==> config.mk <==
export PLATFORM = sky130hd
export DESIGN_NAME = snm_ctrl
export DESIGN_NICKNAME = d
export VERILOG_FILES = /design/src/snm_sync.sv /design/src/snm_ctrl.sv
export SDC_FILE = /design/constraint.sdc
export NUM_CORES = 1
export LEC_CHECK = 0
export BUFFER_PORTS_ARGS = -buffer_cell sky130_fd_sc_hd__buf_2
export CAP_MARGIN = 5
export CORE_MARGIN = 1.5
export CORE_UTILIZATION = 59
export DETAILED_ROUTE_END_ITERATION = 8
export PLACE_DENSITY = 0.82
export RECOVER_POWER = 50
export SKIP_LAST_GASP = 1
export SYNTH_ARGS = -nofsm -noshare
export SYNTH_HDL_FRONTEND = slang
export SYNTH_HIERARCHICAL = 1
export SYNTH_SLANG_ARGS = --single-unit
==> constraint.sdc <==
create_clock -name clk_sys -period 4.2 [get_ports clk_sys]
set_input_delay 0.42 -clock clk_sys [delete_from_list [all_inputs] [get_ports clk_sys]]
set_output_delay 0.42 -clock clk_sys [all_outputs]
set_load 0.005 [all_outputs]
==> src/snm_sync.sv <==
/*
 * Shared constants for the two-wire memory controller, and the
 * two-flop synchroniser used on every pin that the controller reads.
 * Assumes a single 100 MHz system clock and an async active-low reset.
 */
`timescale 1ns/100ps

package snm_pkg;
	localparam int unsigned CLK_PERIOD_NS = 10;
	// Quarter of a 100 kHz bit period; least time, so round up
	localparam int unsigned T_QTR_NS      = 2500;
	localparam int unsigned QTR_CYC       = (T_QTR_NS + CLK_PERIOD_NS - 1) / CLK_PERIOD_NS;
	localparam int unsigned ADDR_W        = 13;
	localparam int unsigned LEN_W         = 8;
	localparam logic [3:0]  ACK_BIT       = 4'h8;
	localparam logic [3:0]  LAST_BIT      = 4'h7;
	localparam logic [2:0]  HI_ADDR_PAD   = 3'h0;
	localparam logic        RW_READ       = 1'b1;
	localparam logic        RW_WRITE      = 1'b0;
	localparam logic [1:0]  Q_DRIVE       = 2'h0;
	localparam logic [1:0]  Q_RISE        = 2'h1;
	localparam logic [1:0]  Q_HIGH        = 2'h2;
	localparam logic [1:0]  Q_FALL        = 2'h3;

	typedef enum logic [1:0] {
		ST_IDLE  = 2'b00,
		ST_START = 2'b01,
		ST_BITS  = 2'b10,
		ST_STOP  = 2'b11
	} snm_state_t;

	typedef enum logic [2:0] {
		SQ_DEVW  = 3'b000,
		SQ_AHI   = 3'b001,
		SQ_ALO   = 3'b010,
		SQ_DEVR  = 3'b011,
		SQ_WDATA = 3'b100,
		SQ_RDATA = 3'b101
	} snm_seq_t;
endpackage

module snm_sync #(
	parameter logic RESET_VAL = 1'b1
) (
	input  wire logic clk_sys,
	input  wire logic rstn,
	input  wire logic pin_in,
	output logic      pin_sync
);
	logic meta_reg;
	logic sync_reg;

	// First stage feeds only the second stage
	always_ff @(posedge clk_sys or negedge rstn) begin
		if (!rstn) begin
			meta_reg <= RESET_VAL;
			sync_reg <= RESET_VAL;
		end else begin
			meta_reg <= pin_in;
			sync_reg <= meta_reg;
		end
	end

	assign pin_sync = sync_reg;
endmodule

==> src/snm_ctrl.sv <==
/*
 * Bus master for a byte-wide two-wire nonvolatile memory: start, slave
 * address, two address bytes, sequential writes and reads, stop.
 * Assumes open-drain pins resolved outside (oe high pulls the line low)
 * and a user that keeps a command stable while cmd_valid is high.
 */
`timescale 1ns/100ps

// Contract
// Stop is SDA rising while SCL high.
// Start is SDA falling while SCL high.
// SDA steady while SCL high otherwise.
// Ninth bit is acknowledge; transmitter releases SDA.
// Device aborts on no-acknowledge from receiver.
// Device keeps sending while master acknowledges.
// Slave address holds type and select bits.
// Address bit zero: one read, zero write.
// Two address bytes, high first, top three ignored.
// Device latch holds current address.
// Device increments latch, wraps to zero.
// Device allows unlimited sequential bytes.
// Every byte goes most significant bit first.
// Device stores byte after its eighth bit.
// Device adds no busy time after writes.
// Protected device refuses data bytes.
// Protection off when input low.
// Read data starts after address acknowledge.
// Master ends read with no-acknowledge, stop.
// Master stops only while owning SDA.
// Master issues start before any operation.
// Device samples rising, changes falling edge.
// Select inputs read zero when open.
// Device ignores mismatched slave address.
// Device releases SDA in acknowledged slot.
module snm_ctrl #(
	parameter logic [3:0]  DEV_TYPE = 4'h5,              // Arbitrary value, set per system
	parameter int unsigned QTR_CYC  = snm_pkg::QTR_CYC   // Quarter-bit length in system clocks
) (
	input  wire logic                          clk_sys,
	input  wire logic                          rstn,
	input  wire logic                          cmd_valid,
	input  wire logic                          cmd_read,
	input  wire logic                          cmd_set_addr,
	input  wire logic [2:0]                    cmd_sel,
	input  wire logic [snm_pkg::ADDR_W-1:0]    cmd_addr,
	input  wire logic [snm_pkg::LEN_W-1:0]     cmd_len,
	output logic                               cmd_ready,
	input  wire logic [7:0]                    wr_data,
	input  wire logic                          wr_valid,
	output logic                               wr_take,
	output logic [7:0]                         rd_data,
	output logic                               rd_valid,
	output logic                               done,
	output logic                               nack_err,
	input  wire logic                          wp_req,
	output logic                               wp_o,
	input  wire logic                          scl_i,
	output logic                               scl_o,
	output logic                               scl_oe,
	input  wire logic                          sda_i,
	output logic                               sda_o,
	output logic                               sda_oe
);
	snm_pkg::snm_state_t          state_reg, state_next;
	snm_pkg::snm_seq_t            seq_reg, seq_next;
	logic [1:0]                   q_reg, q_next;
	logic [3:0]                   bit_reg, bit_next;
	logic [7:0]                   sh_reg, sh_next;
	logic [snm_pkg::LEN_W-1:0]    rem_reg, rem_next;
	logic                         read_reg, read_next;
	logic [2:0]                   sel_reg, sel_next;
	logic [snm_pkg::ADDR_W-1:0]   addr_reg, addr_next;
	logic                         nak_reg, nak_next;
	logic                         scl_oe_reg, scl_oe_next;
	logic                         sda_oe_reg, sda_oe_next;
	logic [7:0]                   rd_data_reg, rd_data_next;
	logic                         rd_valid_reg, rd_valid_next;
	logic                         wr_take_reg, wr_take_next;
	logic                         done_reg, done_next;
	logic                         nack_reg, nack_next;
	logic                         ready_reg;
	logic                         wp_reg;
	logic [15:0]                  qcnt_reg, qcnt_next;
	logic                         tick;
	logic                         scl_s;
	logic                         sda_s;
	logic                         xmit;
	logic                         hold;
	logic [7:0]                   load_byte;
	logic                         load;

	snm_sync #(.RESET_VAL(1'b1)) u_scl_sync (
		.clk_sys (clk_sys),
		.rstn    (rstn),
		.pin_in  (scl_i),
		.pin_sync(scl_s)
	);

	snm_sync #(.RESET_VAL(1'b1)) u_sda_sync (
		.clk_sys (clk_sys),
		.rstn    (rstn),
		.pin_in  (sda_i),
		.pin_sync(sda_s)
	);

	// Quarter-bit enable divider
	assign tick = (qcnt_reg == 16'h0000);
	always_comb begin
		qcnt_next = tick ? 16'(QTR_CYC - 1) : qcnt_reg - 16'h0001;
	end

	// Byte to shift out for each step of the transaction
	assign xmit = (seq_reg != snm_pkg::SQ_RDATA);
	always_comb begin
		unique case (seq_next)
			snm_pkg::SQ_DEVW:  load_byte = {DEV_TYPE, sel_reg, snm_pkg::RW_WRITE};
			snm_pkg::SQ_DEVR:  load_byte = {DEV_TYPE, sel_reg, snm_pkg::RW_READ};
			snm_pkg::SQ_AHI:   load_byte = {snm_pkg::HI_ADDR_PAD, addr_reg[12:8]};
			snm_pkg::SQ_ALO:   load_byte = addr_reg[7:0];
			snm_pkg::SQ_WDATA: load_byte = wr_data;
			default:           load_byte = 8'h00;
		endcase
	end

	// Bus sequencer: four quarters per bit, all moves except leaving idle wait for the enable
	always_comb begin
		state_next    = state_reg;
		seq_next      = seq_reg;
		q_next        = q_reg;
		bit_next      = bit_reg;
		sh_next       = sh_reg;
		rem_next      = rem_reg;
		read_next     = read_reg;
		sel_next      = sel_reg;
		addr_next     = addr_reg;
		nak_next      = nak_reg;
		scl_oe_next   = scl_oe_reg;
		sda_oe_next   = sda_oe_reg;
		rd_data_next  = rd_data_reg;
		rd_valid_next = 1'b0;
		wr_take_next  = 1'b0;
		done_next     = 1'b0;
		nack_next     = nack_reg;
		hold          = 1'b0;
		load          = 1'b0;
		unique case (state_reg)
			snm_pkg::ST_IDLE: begin
				scl_oe_next = 1'b0;
				sda_oe_next = 1'b0;
				q_next      = snm_pkg::Q_DRIVE;
				// Every command opens with a start, also after a brown-out
				if (cmd_valid && ready_reg) begin
					state_next = snm_pkg::ST_START;
					read_next  = cmd_read;
					sel_next   = cmd_sel;
					addr_next  = cmd_addr;
					rem_next   = cmd_len;
					nack_next  = 1'b0;
					seq_next   = (cmd_read && !cmd_set_addr) ? snm_pkg::SQ_DEVR : snm_pkg::SQ_DEVW;
				end
			end
			snm_pkg::ST_START: begin
				if (tick) begin
					unique case (q_reg)
						snm_pkg::Q_DRIVE: sda_oe_next = 1'b0;
						snm_pkg::Q_RISE:  scl_oe_next = 1'b0;
						snm_pkg::Q_HIGH: begin
							hold        = !scl_s;
							sda_oe_next = scl_s;
						end
						snm_pkg::Q_FALL: begin
							scl_oe_next = 1'b1;
							state_next  = snm_pkg::ST_BITS;
							load        = 1'b1;
						end
					endcase
				end
			end
			snm_pkg::ST_BITS: begin
				if (tick) begin
					unique case (q_reg)
						// Data changes only while SCL is held low
						snm_pkg::Q_DRIVE: begin
							if (bit_reg != snm_pkg::ACK_BIT) begin
								sda_oe_next = xmit && !sh_reg[7];
							end else begin
								// Released when listening; ack low only if more is wanted
								sda_oe_next = !xmit && (rem_reg != '0);
							end
						end
						snm_pkg::Q_RISE: scl_oe_next = 1'b0;
						snm_pkg::Q_HIGH: begin
							hold = !scl_s;
							if (scl_s && !xmit && bit_reg != snm_pkg::ACK_BIT) begin
								sh_next = {sh_reg[6:0], sda_s};
							end
							if (scl_s && xmit && bit_reg == snm_pkg::ACK_BIT) begin
								nak_next = sda_s;
							end
						end
						snm_pkg::Q_FALL: begin
							scl_oe_next = 1'b1;
							if (bit_reg != snm_pkg::ACK_BIT) begin
								bit_next = bit_reg + 4'h1;
								if (xmit) begin
									sh_next = {sh_reg[6:0], 1'b0};
								end else if (bit_reg == snm_pkg::LAST_BIT) begin
									rd_data_next  = sh_reg;
									rd_valid_next = 1'b1;
								end
							end else if (xmit && nak_reg) begin
								// Refused byte, e.g. write-protected: give up cleanly
								nack_next  = 1'b1;
								state_next = snm_pkg::ST_STOP;
							end else begin
								unique case (seq_reg)
									snm_pkg::SQ_DEVW: begin
										seq_next = snm_pkg::SQ_AHI;
										load     = 1'b1;
									end
									snm_pkg::SQ_AHI: begin
										seq_next = snm_pkg::SQ_ALO;
										load     = 1'b1;
									end
									snm_pkg::SQ_DEVR: begin
										seq_next = snm_pkg::SQ_RDATA;
										load     = 1'b1;
									end
									snm_pkg::SQ_ALO: begin
										if (read_reg) begin
											// Repeated start turns the write into a read
											seq_next   = snm_pkg::SQ_DEVR;
											state_next = snm_pkg::ST_START;
										end else begin
											// Stay in this ack slot until the first byte arrives
											seq_next = wr_valid ? snm_pkg::SQ_WDATA : seq_reg;
											hold     = !wr_valid;
											load     = wr_valid;
										end
									end
									snm_pkg::SQ_WDATA: begin
										if (rem_reg == '0) begin
											state_next = snm_pkg::ST_STOP;
										end else begin
											// SCL stays low until the user has a byte
											hold     = !wr_valid;
											load     = wr_valid;
											rem_next = wr_valid ? rem_reg - 1'b1 : rem_reg;
										end
									end
									snm_pkg::SQ_RDATA: begin
										if (rem_reg == '0) begin
											state_next = snm_pkg::ST_STOP;
										end else begin
											rem_next = rem_reg - 1'b1;
											load     = 1'b1;
										end
									end
									default: state_next = snm_pkg::ST_STOP;
								endcase
							end
						end
					endcase
				end
			end
			snm_pkg::ST_STOP: begin
				// Reached only after an ack slot, so SDA is ours
				if (tick) begin
					unique case (q_reg)
						snm_pkg::Q_DRIVE: sda_oe_next = 1'b1;
						snm_pkg::Q_RISE:  scl_oe_next = 1'b0;
						snm_pkg::Q_HIGH: begin
							hold        = !scl_s;
							sda_oe_next = !scl_s;
						end
						snm_pkg::Q_FALL: begin
							state_next = snm_pkg::ST_IDLE;
							done_next  = 1'b1;
						end
					endcase
				end
			end
		endcase
		if (tick && state_reg != snm_pkg::ST_IDLE && !hold) begin
			q_next = q_reg + 2'h1;
		end
		if (load) begin
			sh_next      = load_byte;
			bit_next     = 4'h0;
			wr_take_next = (seq_next == snm_pkg::SQ_WDATA);
		end
	end

	// State registers
	always_ff @(posedge clk_sys or negedge rstn) begin
		if (!rstn) begin
			state_reg    <= snm_pkg::ST_IDLE;
			seq_reg      <= snm_pkg::SQ_DEVW;
			q_reg        <= 2'h0;
			bit_reg      <= 4'h0;
			sh_reg       <= 8'h00;
			rem_reg      <= '0;
			read_reg     <= 1'b0;
			sel_reg      <= 3'h0;
			addr_reg     <= '0;
			nak_reg      <= 1'b0;
			scl_oe_reg   <= 1'b0;
			sda_oe_reg   <= 1'b0;
			rd_data_reg  <= 8'h00;
			rd_valid_reg <= 1'b0;
			wr_take_reg  <= 1'b0;
			done_reg     <= 1'b0;
			nack_reg     <= 1'b0;
			ready_reg    <= 1'b0;
			wp_reg       <= 1'b0;
			qcnt_reg     <= 16'h0000;
		end else begin
			state_reg    <= state_next;
			seq_reg      <= seq_next;
			q_reg        <= q_next;
			bit_reg      <= bit_next;
			sh_reg       <= sh_next;
			rem_reg      <= rem_next;
			read_reg     <= read_next;
			sel_reg      <= sel_next;
			addr_reg     <= addr_next;
			nak_reg      <= nak_next;
			scl_oe_reg   <= scl_oe_next;
			sda_oe_reg   <= sda_oe_next;
			rd_data_reg  <= rd_data_next;
			rd_valid_reg <= rd_valid_next;
			wr_take_reg  <= wr_take_next;
			done_reg     <= done_next;
			nack_reg     <= nack_next;
			ready_reg    <= (state_next == snm_pkg::ST_IDLE);
			wp_reg       <= wp_req;
			qcnt_reg     <= qcnt_next;
		end
	end

	// Open-drain: the pad level is always low, oe decides
	assign scl_o     = 1'b0;
	assign sda_o     = 1'b0;
	assign scl_oe    = scl_oe_reg;
	assign sda_oe    = sda_oe_reg;
	assign cmd_ready = ready_reg;
	assign wr_take   = wr_take_reg;
	assign rd_data   = rd_data_reg;
	assign rd_valid  = rd_valid_reg;
	assign done      = done_reg;
	assign nack_err  = nack_reg;
	assign wp_o      = wp_reg;

	// Bus-level checks
	chk_stop_cond: assert property (@(posedge clk_sys) disable iff (!rstn)
		(state_reg == snm_pkg::ST_STOP && q_reg == snm_pkg::Q_HIGH && tick && scl_s)
		|=> (!sda_oe_reg && !scl_oe_reg && $past(sda_oe_reg)))
		else $error("stop edge not made with SCL high");
	chk_start_cond: assert property (@(posedge clk_sys) disable iff (!rstn)
		(state_reg == snm_pkg::ST_START && q_reg == snm_pkg::Q_HIGH && tick && scl_s)
		|=> (sda_oe_reg && !scl_oe_reg && !$past(sda_oe_reg)))
		else $error("start edge not made with SCL high");
	chk_sda_steady: assert property (@(posedge clk_sys) disable iff (!rstn)
		(state_reg == snm_pkg::ST_BITS && !scl_oe_reg && $past(!scl_oe_reg)) |-> $stable(sda_oe_reg))
		else $error("SDA moved while SCL high");
	chk_ack_release: assert property (@(posedge clk_sys) disable iff (!rstn)
		(state_reg == snm_pkg::ST_BITS && bit_reg == snm_pkg::ACK_BIT && xmit && !scl_oe_reg) |-> !sda_oe_reg)
		else $error("SDA not released in ack slot");
	chk_dir_bit: assert property (@(posedge clk_sys) disable iff (!rstn)
		(state_reg == snm_pkg::ST_BITS && bit_reg == 4'h0 && q_reg == snm_pkg::Q_DRIVE
		&& (seq_reg == snm_pkg::SQ_DEVR || seq_reg == snm_pkg::SQ_DEVW))
		|-> (sh_reg[0] == (seq_reg == snm_pkg::SQ_DEVR) && sh_reg[7:4] == DEV_TYPE))
		else $error("slave address direction wrong");
	chk_addr_hi: assert property (@(posedge clk_sys) disable iff (!rstn)
		(state_reg == snm_pkg::ST_BITS && bit_reg == 4'h0 && seq_reg == snm_pkg::SQ_AHI)
		|-> (sh_reg == {snm_pkg::HI_ADDR_PAD, addr_reg[12:8]}))
		else $error("high address byte wrong");
	chk_read_nack: assert property (@(posedge clk_sys) disable iff (!rstn)
		(state_reg == snm_pkg::ST_BITS && bit_reg == snm_pkg::ACK_BIT && !xmit && rem_reg == '0
		&& q_reg == snm_pkg::Q_FALL && tick) |-> !sda_oe_reg ##1 state_reg == snm_pkg::ST_STOP)
		else $error("last read byte not ended by nack and stop");
	chk_stop_owned: assert property (@(posedge clk_sys) disable iff (!rstn)
		$rose(state_reg == snm_pkg::ST_STOP) |-> ($past(bit_reg) == snm_pkg::ACK_BIT && scl_oe_reg))
		else $error("stop begun outside an ack slot");
	chk_start_first: assert property (@(posedge clk_sys) disable iff (!rstn)
		$fell(state_reg == snm_pkg::ST_IDLE) |-> state_reg == snm_pkg::ST_START && !cmd_ready)
		else $error("transaction without start");
	chk_nack_abort: assert property (@(posedge clk_sys) disable iff (!rstn)
		(state_reg == snm_pkg::ST_BITS && bit_reg == snm_pkg::ACK_BIT && xmit && nak_reg
		&& q_reg == snm_pkg::Q_FALL && tick) |=> (state_reg == snm_pkg::ST_STOP && nack_err))
		else $error("refused byte did not end transfer");
endmodule

# Word level (Yosys, flattened, before mapping)
# Cells that the tools add are included.
[totals]
register_bits = 81
inputBits = 41
output_inout_bits = 18
elab_cells = 212
[op_classes]
add_sub_neg = 4
n_eq_ne = 40
muxes = 97
n_bitwise = 1
n_reduce_logical = 46
[ops]
columns = ["op", "count"]
rows = [
  ["2-to-1 mux 8 bit", 14],
  ["one-hot mux 8 bit (2 select lines)", 3],
  ["one-hot mux 8 bit (5 select lines)", 1],
  ["2-to-1 mux 1 bit", 37],
  ["2-to-1 mux 2 bit", 14],
  ["inequality test 3 bit (second input constant)", 8],
  ["AND reduction 6 bit", 4],
  ["2-to-1 mux 3 bit", 7],
  ["2-to-1 mux 4 bit", 5],
  ["inequality test 2 bit (second input constant)", 9],
  ["logical NOT 16 bit", 1],
  ["2-to-1 mux 16 bit", 1],
  ["one-hot mux 1 bit (2 select lines)", 8],
  ["subtractor 16 x 1 -> 16 bit (second input constant)", 1],
  ["nonzero test 2 bit", 7],
  ["== test 3 x 2 -> 1 bit (second input constant)", 4],
  ["one-hot mux 3 bit (4 select lines)", 1],
  ["AND reduction 4 bit", 3],
  ["logical AND 1 bit", 11],
  ["AND reduction 10 bit", 1],
  ["== test 3 bit (second input constant)", 3],
  ["== test 2 bit (second input constant)", 4],
  ["logical NOT 8 bit", 1],
  ["one-hot mux 1 bit (4 select lines)", 2],
  ["other kinds (24)", 38],
]

# Logic depth before layout (Yosys ltp)
# Gate-level depths: netlist of run 1.
[depth]
word_depth = 11
ltp_mapped = 12
mapped_depth_nobuf = 10

# By module
# Netlist of run 1, hierarchy kept.
[modules_own_cells]
columns = ["module", "instances", "cells_per_inst", "area_per_inst_um2", "seq_area_each_um2"]
rows = [
  ["snm_ctrl", 1, 445, 4206.5, 1926.8],
  ["snm_sync", 2, 2, 52.6, 52.6],
]

# Worst setup path after synthesis of run 1
# No wires, ideal clock.
[synth_timing]
path_kind = "flip-flop to flip-flop"
startpoint = "register rem_reg[0] in the netlist's numbering"
endpoint = "register sh_reg[3]"
setup_time_ps = 82
t_arrival_ps = 2315
required_ps = 4118
path_slack_ps = 1803
stages_incl_launch_ff = 12
n_path_buf = 1
period_less_slack_ps = 2397
path_cell_list = "dfrtp_1 inv_1 ha_1 or3b_2 nor3_1 and3_1 o41ai_1 nand3_1 buf_2 o21ai_0 o2bb2ai_1 a31oi_1"
[synth_between]
elab_chain_cells = 10
elab_cells_between_ends = 17
classes_between = "3 x eq/ne; 9 x mux; 5 x reduce/logical"
[synth_rtl]
columns = ["item", "line_no", "source"]
rows = [
  ["from (decl)", "snm_ctrl.sv:69", "logic [snm_pkg::LEN_W-1:0] rem_reg, rem_next;"],
  ["from (signal assigned)", "snm_ctrl.sv:323", "rem_reg <= rem_next;"],
  ["logical NOT 8 bit *", "snm_ctrl.sv:242, snm_ctrl.sv:252", ""],
  ["2-to-1 mux 1 bit (on tied branches)", "snm_ctrl.sv:252, snm_ctrl.sv:242", ""],
  ["one-hot mux 1 bit (4 select lines) *", "snm_ctrl.sv:216", "unique case (seq_reg)"],
  ["2-to-1 mux 1 bit *", "snm_ctrl.sv:211", "end else if (xmit && nak_reg) begin"],
  ["2-to-1 mux 1 bit *", "snm_ctrl.sv:203", "if (bit_reg != snm_pkg::ACK_BIT) begin"],
  ["2-to-1 mux 1 bit *", "snm_ctrl.sv:181", "unique case (q_reg)"],
  ["2-to-1 mux 1 bit *", "snm_ctrl.sv:180", "if (tick) begin"],
  ["one-hot mux 1 bit (2 select lines) *", "snm_ctrl.sv:146", "unique case (state_reg)"],
  ["inequality test 3 bit (no source line), or another cell as far along", "-", ""],
  ["AND reduction 6 bit (no source line)", "-", ""],
  ["to (signal assigned)", "snm_ctrl.sv:322", "sh_reg <= sh_next;"],
  ["to (decl)", "snm_ctrl.sv:68", "logic [7:0] sh_reg, sh_next;"],
]
# Mark *: on every way between the ends. The rest lies on a longest branch, timed or not.
# A chain may end at the register's enable or synchronous reset.

# Worst setup path in the final report of run 1
[layout_timing]
startpoint = "register qcnt_reg[0]"
endpoint = "register sh_reg[1]"
[layout_between]
elab_chain_cells = 6
elab_cells_between_ends = 20
classes_between = "7 x eq/ne; 7 x mux; 6 x reduce/logical"
[layout_rtl]
columns = ["item", "line_no", "source"]
rows = [
  ["from (decl)", "snm_ctrl.sv:83", "logic [15:0] qcnt_reg, qcnt_next;"],
  ["from (signal assigned)", "snm_ctrl.sv:337", "qcnt_reg <= qcnt_next;"],
  ["logical NOT 16 bit *", "snm_ctrl.sv:107", "assign tick = (qcnt_reg == 16'h0000);"],
  ["2-to-1 mux 3 bit", "snm_ctrl.sv:180", ""],
  ["one-hot mux 3 bit (2 select lines)", "snm_ctrl.sv:146", ""],
  ["== test 3 bit, or another cell as far along", "snm_ctrl.sv:115", "unique case (seq_next)"],
  ["one-hot mux 8 bit (5 select lines)", "snm_ctrl.sv:115", ""],
  ["2-to-1 mux 8 bit", "snm_ctrl.sv:287", "if (load) begin"],
]
# Marked as above.

==> results of run 1 <==
==> final cells by class <==
cell class | instances | area, um^2
clock buffers | 9 | 124
clock inverters | 7 | 77.6
fillers | 546 | 2100
inverters | 24 | 90.1
multi-input cells | 323 | 2090
flip-flops and latches | 81 | 2030
well taps | 96 | 120
repair buffers | 60 | 309
==> metrics by stage <==
| step | worst slack (ns) | instances | power [W] | instance area, um^2 |
|---|---|---|---|---|
| floorplan | 1.80 | 450 | 0.000815 | 4320 |
| CTS | 0.951 | 600 | 0.00143 | 4850 |
| detailed placement | 1.03 | 584 | 0.000853 | 4650 |
| global route | 0.417 | 600 | 0.00147 | 4840 |
| finish | 0.756 | 600 | 0.00141 | 4840 |
| global placement | 1.15 | 584 | 0.000851 | 4650 |
==> routing by layer <==
metal / routed length [um] / global-route usage, % / vias to the layer above / part of all wire [%]
met5: 0 / 0 / - / 0
met4: 169 / 8.66 / 0 / 1.8
met3: 535 / 6.90 / 17 / 5.8
met2: 4460 / 42.0 / 119 / 48
met1: 4120 / 35.2 / 1673 / 44
li1: - / - / 1687 / -
==> logic make-up (layout without fill, tap and decap cells) <==
group           Yosys count  count (layout)  share of synthesized area [%]
compound gates          103             103                           16.4
xor+xnor                 13              13                           2.64
fa+ha+maj                12              12                           3.48
buf+inv                  46             100                           4.44
flops                    81              81                           47.1
mux                      25              25                           6.36
other cells               1               2                         0.0870
simple gates            168             168                           19.5
==> critical path: cells and delay by family, from the launching register on <==
family | cells | cell delay [ns]
adders and majority gates | 1 | 0.18
DFF | 1 | 0.40
AOI/OAI and AO/OA | 3 | 0.75
buffers and inverters | 1 | 0.06
and+or+nand+nor | 5 | 1.97
==> report_power, final <==
group | switching [W] | total (W) | internal, W
Sequential | 0.00000263 | 0.000786 | 0.000784
Clock | 0.000298 | 0.000579 | 0.000281
Combinational | 0.0000303 | 0.0000499 | 0.0000196
==> cell usage in the layout (no fill, tap or decap), types with 3 or more instances in the layout <==
cell	netlist	final
a21o_1	6	6
a21oi_1	25	25
a22oi_1	5	5
a31oi_1	7	7
and2_1	3	3
buf_2	3	54
buf_4	4	4
clkbuf_8	0	9
dfrtp_1	77	77
dfstp_2	4	4
ha_1	12	12
inv_1	23	23
inv_6	0	3
mux2_2	19	19
mux2i_1	6	6
nand2_1	60	60
nand2b_1	3	3
nand3_1	15	15
nand4_1	3	3
nor2_1	32	32
nor2b_1	5	5
nor3_1	10	10
nor3b_1	3	4
nor4_1	3	3
o21ai_0	20	20
o22a_1	11	11
o22ai_1	4	4
o2bb2ai_1	3	3
o41ai_1	3	3
or3_1	10	10
or4_1	3	3
xnor2_1	7	7
xor2_1	6	6
==> worst paths after layout <==
check / end / slack [ns]
worst max-delay path: sh_reg[1] / 0.76
worst min-delay path: wp_o / 0.16
worst max register to register: sh_reg[1] / 0.76
worst min register to register: u_scl_sync/pin_sync / 0.36
max in group asynchronous: rem_reg[5] / 2.46
min in group asynchronous: q_reg[0] / 0.61
==> summary.txt, run 1 <==
Clocking
  • Clk sinks: 81
  • Clk_lat worst skew: 0.36 ns
  • CTS root buf: clkbuf_8
  • CTS Hold Bufs: 0
  • CTS tree: done
  • Post-CTS Setup Inserts: 0
  • Post-CTS Resized: 0
  • CTS H-tree depth: 3
  • CTS clk-pin slew, worst paths: 0.09 ns
  • Clock Path Buffers: 2
  • Clock buffer count from CTS: 9

Timing
  • RSZ-0062 raised after global routing: no
  • Smallest hold slack: 0.160 ns
  • Normalized max-slew margin: -29.3%
  • Setup TNS: 0 ns
  • Tmin final: 3.44 ns
  • Endpoints failing hold: 0
  • Max-slew violations: 82
  • FMAX: 0.290 GHz
  • Worst-Margin Slew: 1.94 ns
  • Clock Skews: 0.0111 ns
  • Final Cycle Share: 82.0%
  • Count of final setup violators: 0

Status
  • Violated checks: max-capacitance violations, max-slew violations
  • Run status: finished with violations

Global routing
  • Initial antenna violation count: 0
  • Congestion Overflow GR: 0
  • First-pass GRT wire length: 15,700 um
  • GRT Total Usage: 26.3%
  • Number of global-route vias before repair: 3,393
  • Largest net degree at the start of global routing: 82

Floorplan
  • CORE AREA: 6940 um^2
  • I/O pins: 59
  • Chip Height: 88.5 um
  • Die area: 7830 um^2
  • Initial Util: 62.1%
  • Chip width: 88.5 um
  • Row count: 30

Critical path
  • Crit Path Max Fanout: 13
  • Largest stage delay, worst path: 0.60 ns
  • Crit-path slowest cell: or4_4
  • Endpoint type of the worst setup path: register
  • CP arrival: 3.72 ns
  • Crit path cell chain: inv_1 > ha_1 > nor3b_1 > nand3_1 > or4_4 > o211ai_2 > and2_1 > nor2b_1 > a22oi_1 > a31oi_1
  • CP Launch Point: qcnt_reg[0]
  • RR Startpoint: qcnt_reg[0]
  • WS Path Type: register to register
  • Critical Path RT: 4.47 ns
  • Reg2Reg Depth: 10
  • Startpoint types: register

Placed design
  • Port buffer count: 56
  • Routability cong.: 0.892
  • Dpl hpwl: 6730 um

Finish
  • Area delta synth->final: 12.2%
  • Largest register FFs: 16
  • Nets: 552
  • Fraction of layout cells with a size suffix above 1: 22.0%
  • # diodes: 0
  • Fin util: 69.7%

Power
  • P_leak: 2.29 nW
  • Peak VDD IR: 0.000243 V
  • Cell Pwr Density: 292 nW/um^2

Detailed routing
  • 1st-iter DRT viols: 224
  • Final wirelength: 9280 um
  • Antenna viol nets, final: 0
  • Vias: 3,496
  • 1st-pass router iterations: 4
  • DRC Markers: 0
  • WL/cell: 15.5 um
  • Vias/cell: 5.83

Job
  • MaxCap Viol Count: 1

Synth
  • Synth area leader: dfrtp_1
  • Top FF cell, synth: dfrtp_1
  • Share of the synthesized area in the top cell type: 44.7%
  • Yosys reg bits: 81
  • Most frequent cells after synthesis: dfrtp_1 (77), nand2_1 (60), nor2_1 (32)
  • Most frequent cell after synthesis: dfrtp_1
  • Post-synth EDFFs: 0
  • Mapped cell area: 4310 um^2
  • Synth area leaders: dfrtp_1 (45%), nand2_1 (5.2%), mux2_2 (5.0%)
  • Syn Inst Count: 449
  • Syn avg cell area: 9.60 um^2
  • Synth unique cells: 62
  • Warnings from Yosys: 6
  • Seq/Total Area, Yosys: 47.1%
  • FFs w/ async S/R, synth: 100%

Min path
  • Hold Path Depth: 1
  • Hold Path Origin: wp_req
  • Hold WC Path Type: input port to register
Power figures use the tool's default switching activity.
==> run 2: changes to the inputs <==
--- a/config.mk
+++ b/config.mk
@@ -5,12 +5,13 @@
 export SDC_FILE = /design/constraint.sdc
 export NUM_CORES = 1
 export LEC_CHECK = 0
+export ABC_AREA = 1
 export BUFFER_PORTS_ARGS = -buffer_cell sky130_fd_sc_hd__buf_2
 export CAP_MARGIN = 5
 export CORE_MARGIN = 1.5
-export CORE_UTILIZATION = 59
+export CORE_UTILIZATION = 53
 export DETAILED_ROUTE_END_ITERATION = 8
-export PLACE_DENSITY = 0.82
+export PLACE_DENSITY = 0.77
 export RECOVER_POWER = 50
 export SKIP_LAST_GASP = 1
 export SYNTH_ARGS = -nofsm -noshare
==> constraint.sdc (replaced) <==
create_clock -name clk_sys -period 2.8 [get_ports clk_sys]
set_input_delay 0.28 -clock clk_sys [delete_from_list [all_inputs] [get_ports clk_sys]]
set_output_delay 0.28 -clock clk_sys [all_outputs]
set_load 0.005 [all_outputs]
==> summary.txt, run 2 <==
Status
  • Run status: finished with violations
  • Violated checks: max-capacitance violations, max-slew violations

Power
  • Sw frac: 38.3% (+15 points)
  • Cell Pwr Density: 698 nW/um^2 (+140%)
  • Sw Pwr: 0.00137 W (+310%)
  • Seq pwr share: 43.1% (-13 points)
  • Clock network fraction of total power: 24.4% (-16 points)
  • Internal: 0.00221 W (+100%)
  • Gate power share: 32.4% (+29 points)
  • P_leak: 2.58 nW (+13%)
  • Peak VDD IR: 0.000358 V (+47%)

Min path
  • Hold Path Origin: wp_req
  • Worst hold path endpoint: wp_o
  • Hold WC Path Type: input port to register
  • Hold Path Depth: 1 (unchanged)

Job
  • MaxCap Viol Count: 1 (unchanged)

Timing
  • FMAX: 0.394 GHz (+36%)
  • Smallest hold slack: 0.0258 ns (-0.134 ns)
  • Count of final setup violators: 0 (unchanged)
  • Tmin final: 2.54 ns (-0.906 ns)
  • RSZ-0062 raised after global routing: no
  • Normalized max-slew margin: -30.3% (-0.98 points)
  • Max-slew violations: 82 (unchanged)
  • Final Cycle Share: 90.6% (+8.6 points)
  • Setup TNS: 0 ns (unchanged)
  • Endpoints failing hold: 0 (unchanged)
  • Worst-Margin Slew: 1.95 ns (+0.0146 ns)
  • Clock Skews: 0.0117 ns (+0.000593 ns)

Synth
  • Largest family of logic cells by synthesized area: simple AND/OR/NAND/NOR gates
  • Mux share of post-synthesis cell area: 0.247% (-6.1 points)
  • Xor-xnor portion of the synthesized cell area: 1.73% (-0.91 points)
  • Synth unique cells: 52 (-16%)
  • Adder-Cell Fraction of Synth Area: 3.30% (-0.18 points)
  • Seq/Total Area, Yosys: 44.7% (-2.5 points)
  • Warnings from Yosys: 6 (unchanged)
  • Complex-gate fraction of the synthesized area: 11.5% (-4.9 points)
  • Share of the synthesized area in the top cell type: 42.3% (-2.3 points)
  • Most frequent cell after synthesis: nand2_1
  • Post-synth EDFFs: 0 (unchanged)
  • Syn avg cell area: 7.90 um^2 (-18%)
  • Simple-gate share of the synthesized area: 31.3% (+12 points)
  • Syn Inst Count: 576 (+28%)
  • Most frequent cells after synthesis: nand2_1 (167), dfrtp_1 (77), inv_1 (56), nor2_1 (56), nand3_1 (32)
  • Synth area leader: dfrtp_1
  • Yosys reg bits: 81 (unchanged)
  • Synth area leaders: dfrtp_1 (42%), nand2_1 (14%), inv_1 (4.6%)
  • Mapped cell area: 4550 um^2 (+5.5%)
  • Top FF cell, synth: dfrtp_1
  • FFs w/ async S/R, synth: 100% (unchanged)

Detailed routing
  • WL/cell: 13.6 um (-12%)
  • Antenna viol nets, final: 0 (unchanged)
  • Vias: 3,937 (+13%)
  • DRC Markers: 0 (unchanged)
  • 1st-iter DRT viols: 268 (+20%)
  • 1st-pass router iterations: 6 (+2)
  • Vias/cell: 5.28 (-9.3%)
  • Final wirelength: 10,100 um (+9.0%)

Critical path
  • Largest stage delay, worst path: 0.42 ns (-0.18 ns)
  • Crit path cell chain: inv_1 > ha_1 > inv_2 > nor2_4 > inv_1 > nor2_1 > o21ai_2 > inv_2 > nand2_1 > nor2_4 > nand2_1 > nand2_1 > inv_1 > nand3_1 > nand2_1 > a21oi_1
  • Crit-path slowest cell: dfrtp_1
  • Startpoint types: register
  • Critical Path Most Common Cell: nand2_1
  • RR Startpoint: state_reg[0]
  • CP arrival: 2.78 ns (-0.94 ns)
  • FF-to-FF setup slack: 0.26 ns (-0.49 ns)
  • Endpoint type of the worst setup path: register
  • Crit Path Max Fanout: 15 (+2)
  • Crit path max-delay family: buffers and inverters
  • Bufs and invs on worst path: 5 (+4)
  • Crit Reg-Reg Endpoint: sh_reg[3]
  • Reg2Reg Depth: 16 (+6)
  • Critical Path RT: 3.04 ns (-1.43 ns)
  • WS Path Type: register to register

Global routing
  • GRT Total Usage: 23.5% (-2.8 points)
  • Initial antenna violation count: 0 (unchanged)
  • Congestion Overflow GR: 0 (unchanged)
  • Number of global-route vias before repair: 3,620 (+6.7%)
  • Largest net degree at the start of global routing: 82 (unchanged)
  • First-pass GRT wire length: 16,600 um (+5.4%)

Clocking
  • Post-CTS Setup Inserts: 0 (unchanged)
  • Clk_lat worst skew: 0.36 ns (about the same)
  • CTS H-tree depth: 3 (unchanged)
  • Clk sinks: 81 (unchanged)
  • Clock buffer count from CTS: 9 (unchanged)
  • Clock Path Buffers: 2 (unchanged)
  • CTS clk-pin slew, worst paths: 0.08 ns (about the same)
  • CTS tree: done
  • CTS root buf: clkbuf_8

Placed design
  • Dpl hpwl: 7520 um (+12%)
  • Routability cong.: 0.929 (+4.2%)
  • DP Cell Count: 728 (+25%)
  • Placed cell areas: 4920 um^2 (+5.8%)
  • Port buffer count: 56 (unchanged)

Finish
  • Fin util: 62.0% (-7.7 points)
  • Largest register FFs: 16 (unchanged)
  • Design Area, Final: 5120 um^2 (+5.8%)
  • Area delta synth->final: 12.6%
  • Most common cell after layout, fill and taps aside: nand2_1
  • Final non-filler cell total: 745 (+24%)
  • Fraction of layout cells with a size suffix above 1: 19.8% (-2.2 points)
  • Most frequent cells in the layout: nand2_1 (167), dfrtp_1 (77), nor2_1 (56), inv_1 (56), buf_2 (54)
  • Nets: 688 (+25%)
  • Number of fill cells: 757 (+39%)
  • # diodes: 0 (unchanged)

Floorplan
  • Chip Height: 95.7 um (+8.1%)
  • Initial Util: 55.1% (-7.0 points)
  • CORE AREA: 8260 um^2 (+19%)
  • Chip width: 95.7 um (+8.1%)
  • Die area: 9150 um^2 (+17%)
  • I/O pins: 59 (unchanged)
  • Row count: 33 (+10%)
run 2: cell families after synthesis:
group | Yosys count
xor+xnor | 9
flops | 81
buf+inv | 79
fa+ha+maj | 12
compound gates | 86
other cells | 1
simple gates | 307
mux | 1
run 2: cell type report:
type / instances / area, um^2 / share of cell area [%]
clock buffers: 11 / 141 / 2.76
clock inverters: 5 / 56.3 / 1.10
inverters: 65 / 249 / 4.86
multi-input cells: 417 / 2190 / 42.8
flip-flops and latches: 81 / 2030 / 39.7
well taps: 105 / 131 / 2.56
repair buffers: 61 / 319 / 6.23
run 2: worst max path at each step:
stage	from	to	slack, ns	cells past startpoint
after floorplan	state_reg[0]	sh_reg[7]	0.77	14
after global placement	rem_reg[0]	sh_reg[0]	0.37	16
after detailed placement	rem_reg[0]	sh_reg[0]	0.21	16
after CTS	rem_reg[0]	sh_reg[0]	0.19	16
after global routing	state_reg[0]	sh_reg[3]	0.03	16
final	state_reg[0]	sh_reg[3]	0.26	16
run 2: power by group through the flow:
stage | combinational [W] | sequential [W] | clock, W
2_1_floorplan | 0.000947 | 0.00150 | 0
3_3_place_gp | 0.00111 | 0.00155 | 0
3_5_place_dp | 0.00115 | 0.00156 | 0
4_1_cts | 0.00116 | 0.00154 | 0.000893
5_1_grt | 0.00132 | 0.00156 | 0.000940
6_report | 0.00116 | 0.00154 | 0.000874
run 2: through the flow:
| step | power (W) | setup WS (ns) |
|---|---|---|
| after floorplan | 0.00245 | 0.767 |
| final | 0.00357 | 0.263 |
| after global placement | 0.00266 | 0.369 |
| after detailed placement | 0.00271 | 0.209 |
| after global routing | 0.00382 | 0.0327 |
| after CTS | 0.00359 | 0.188 |
run 2: repair_timing:
action,4_1_cts,5_1_grt
gates resized for setup,0,1
hold buffers,1,0
hold endpoints to repair,1,0
endpoints found under the setup margin,0,3
run 2: worst register-to-register path, cell delays in order (launching register included):
cell	delay [ns]
dfrtp_1	0.42
inv_1	0.12
ha_1	0.30
inv_2	0.17
nor2_4	0.06
inv_1	0.32
nor2_1	0.10
o21ai_2	0.29
inv_2	0.12
nand2_1	0.13
nor2_4	0.05
nand2_1	0.06
nand2_1	0.05
inv_1	0.04
nand3_1	0.06
nand2_1	0.07
a21oi_1	0.06
run 2: routing by layer:
layer | global-route usage [%] | up-vias | wire, um
met5 | 0 | - | 0
met4 | 8.58 | 0 | 221
met3 | 4.15 | 22 | 443
met2 | 38.0 | 112 | 4840
met1 | 31.5 | 1834 | 4620
li1 | - | 1969 | -
==> run 3: changes to the inputs <==
--- a/config.mk
+++ b/config.mk
@@ -9,12 +9,11 @@
 export BUFFER_PORTS_ARGS = -buffer_cell sky130_fd_sc_hd__buf_2
 export CAP_MARGIN = 5
 export CORE_MARGIN = 1.5
-export CORE_UTILIZATION = 53
+export CORE_UTILIZATION = 58
 export DETAILED_ROUTE_END_ITERATION = 8
-export PLACE_DENSITY = 0.77
+export PLACE_DENSITY = 0.8
 export RECOVER_POWER = 50
 export SKIP_LAST_GASP = 1
 export SYNTH_ARGS = -nofsm -noshare
 export SYNTH_HDL_FRONTEND = slang
-export SYNTH_HIERARCHICAL = 1
 export SYNTH_SLANG_ARGS = --single-unit
==> constraint.sdc (replaced) <==
create_clock -name clk_sys -period 2.4 [get_ports clk_sys]
set_input_delay 0.24 -clock clk_sys [delete_from_list [all_inputs] [get_ports clk_sys]]
set_output_delay 0.24 -clock clk_sys [all_outputs]
set_load 0.005 [all_outputs]
==> summary.txt, run 3 <==
Status
  • Run status: finished, final reports clean

Timing
  • FMAX: 0.433 GHz (+9.9%)
  • Normalized max-slew margin: 28.9% (+59 points)
  • RSZ-0062 raised after global routing: yes
  • Count of final setup violators: 0 (unchanged)
  • Endpoints failing hold: 0 (unchanged)
  • Max-slew violations: 0 (-100%)
  • Tmin final: 2.31 ns (-0.229 ns)
  • Worst-Margin Slew: 1.07 ns (-0.887 ns)
  • Clock Skews: 0.0111 ns (-0.000564 ns)
  • Final Cycle Share: 96.2% (+5.5 points)
  • Smallest hold slack: 0.104 ns (+0.0779 ns)

Placed design
  • Placed cell areas: 4950 um^2 (+0.74%)
  • Port buffer count: 56 (unchanged)
  • Routability cong.: 0.937 (+0.85%)
  • Dpl hpwl: 7330 um (-2.5%)

Clocking
  • CTS root buf: clkbuf_8
  • CTS H-tree depth: 3 (unchanged)
  • Clk_lat worst skew: 0.36 ns (about the same)
  • Clk sinks: 81 (unchanged)
  • Clock buffer count from CTS: 9 (unchanged)
  • CTS tree: done
  • Clock Path Buffers: 2 (unchanged)
  • CTS clk-pin slew, worst paths: 0.09 ns (about the same)

Synth
  • Share of the synthesized area in the top cell type: 42.8% (+0.49 points)
  • Mapped cell area: 4500 um^2 (-1.2%)
  • Most frequent cells after synthesis: nand2_1 (133), dfrtp_1 (77), nor2_1 (60)
  • Top FF cell, synth: dfrtp_1
  • Seq/Total Area, Yosys: 45.2% (+0.52 points)
  • Syn Inst Count: 541 (-6.1%)
  • Synth area leaders: dfrtp_1 (43%), nand2_1 (11%), nor2_1 (5.0%)
  • Synth area leader: dfrtp_1
  • Syn avg cell area: 8.31 um^2 (+5.2%)
  • Synth unique cells: 46 (-12%)
  • Post-synth EDFFs: 0 (unchanged)
  • FFs w/ async S/R, synth: 100% (unchanged)
  • Most frequent cell after synthesis: nand2_1
  • Warnings from Yosys: 0 (-6)
  • Yosys reg bits: 81 (unchanged)

Detailed routing
  • Final wirelength: 10,400 um (+3.0%)
  • 1st-pass router iterations: 5 (-1)
  • Vias: 3,903 (-0.86%)
  • Vias/cell: 5.35 (+1.2%)
  • WL/cell: 14.3 um (+5.1%)
  • DRC Markers: 0 (unchanged)
  • Antenna viol nets, final: 0 (unchanged)
  • 1st-iter DRT viols: 310 (+16%)

Global routing
  • Congestion Overflow GR: 0 (unchanged)
  • GRT Total Usage: 25.6% (+2.1 points)
  • Largest net degree at the start of global routing: 44 (-46%)
  • Initial antenna violation count: 0 (unchanged)
  • Number of global-route vias before repair: 3,674 (+1.5%)
  • First-pass GRT wire length: 17,100 um (+3.2%)

Floorplan
  • I/O pins: 59 (unchanged)
  • Initial Util: 61.0% (+5.9 points)
  • Chip Height: 91.1 um (-4.8%)
  • Die area: 8290 um^2 (-9.4%)
  • Row count: 31 (-6.1%)
  • CORE AREA: 7370 um^2 (-11%)
  • Chip width: 91.1 um (-4.8%)

Critical path
  • Startpoint types: register
  • Reg2Reg Depth: 16 (unchanged)
  • Crit Path Max Fanout: 6 (-9)
  • Endpoint type of the worst setup path: register
  • CP arrival: 2.56 ns (-0.22 ns)
  • WS Path Type: register to register
  • Critical Path RT: 2.66 ns (-0.38 ns)

Finish
  • Area delta synth->final: 19.0%
  • Largest register FFs: 16 (unchanged)
  • Most frequent cells in the layout: nand2_1 (131), dfrtp_1 (77), nor2_1 (55)
  • Most common cell after layout, fill and taps aside: nand2_1
  • Nets: 679 (-1.3%)
  • Design Area, Final: 5350 um^2 (+4.5%)
  • # diodes: 0 (unchanged)
  • Fraction of layout cells with a size suffix above 1: 27.4% (+7.6 points)

Power
  • Design Power: 0.00451 W (+26%)
  • Cell Pwr Density: 842 nW/um^2 (+21%)
  • Peak VDD IR: 0.000638 V (+78%)
  • P_leak: 2.64 nW (+2.2%)

Job
  • MaxCap Viol Count: 0 (-1)

Min path
  • Hold WC Path Type: input port to register
  • Hold Path Depth: 2 (+1)
## run 3: cell count changes after synthesis, sizes merged, moves of 3 or more
cell    delta
xor2       +3
mux2      +15
nand4      -3
clkbuf     -3
nand2     -32
xnor2      -4
## run 3: area by class of cell
class | count | area, um^2
multi-input combinational | 386 | 2220
clock buffer | 10 | 138
tap | 99 | 124
clock inverter | 6 | 75.1
inverter | 66 | 251
sequential | 81 | 2030
fill | 587 | 2020
timing repair buffer | 82 | 507
## run 3: kinds of logic (layout without fill, tap and decap cells)
| kind of cell | count (synthesis) | in the layout | synth area share, % |
|---|---|---|---|
| AOI/OAI and AO/OA | 85 | 85 | 11.3 |
| xor gates and xnor gates | 8 | 8 | 1.56 |
| adders and majority gates | 12 | 12 | 3.34 |
| buffers and inverters | 75 | 164 | 6.95 |
| DFF | 81 | 81 | 45.2 |
| muxes | 16 | 16 | 4.01 |
| other | 1 | 2 | 0.0834 |
| and+or+nand+nor | 263 | 263 | 27.5 |
## run 3: through the flow
step	setup WS, ns	std cells	TNS (ns)	util, %
3_3_place_gp	0.0540	699	0	67.2
6_report	0.0920	730	0	72.6
3_5_place_dp	0.0186	699	0	67.2
4_1_cts	0.0148	719	0	70.7
2_1_floorplan	0.382	542	0	-
5_1_grt	-0.0737	730	-0.322	72.6
## run 3: final timing paths
kind / start / end / slack [ns]
setup reg to reg: bit_reg[1] / sh_reg[6] / 0.09
hold reg to reg: u_scl_sync.meta_reg / u_scl_sync.pin_sync / 0.37
hold / removal: cmd_addr[2] / addr_reg[2] / 0.10
min in group asynchronous: rstn / qcnt_reg[3] / 0.61
setup / recovery: bit_reg[1] / sh_reg[6] / 0.09
max in group asynchronous: rstn / u_sda_sync.pin_sync / 0.96
## run 3: report_power, final
group	switching [W]	total, W	internal (W)
combinational	0.000927	0.00163	0.000703
clock	0.000546	0.00107	0.000524
sequential	0.000185	0.00181	0.00162
## run 3: metal layers
| metal | GRT usage (%) | routed length, um |
|---|---|---|
| met5 | 0 | 0 |
| met4 | 6.12 | 162 |
| met3 | 5.19 | 583 |
| met2 | 41.4 | 4940 |
| met1 | 35.5 | 4750 |
## run 3: repair_timing
item                                    CTS  global route
hold endpoints to repair                 43             0
endpoints found under the setup margin    4            13
pin swaps                                 0            11
hold buffers                              4             0
buffers inserted                          0            11
gates resized for setup                   1            21
gates cloned                              0             0
## run 3: critical path, stage by stage, from the launching register on
cell and delay (ns):
dfrtp_1 0.43, inv_1 0.09, ha_2 0.18, nand2_2 0.07, nor2_4 0.20, nand3_4 0.14, o21ai_1 0.21, nand3_2 0.11
nand2_4 0.13, nor2_4 0.07, buf_4 0.13, nand3_1 0.07, nand2_1 0.08, o21ai_1 0.13, nand2_1 0.07, nand2_1 0.05
nand2_1 0.05
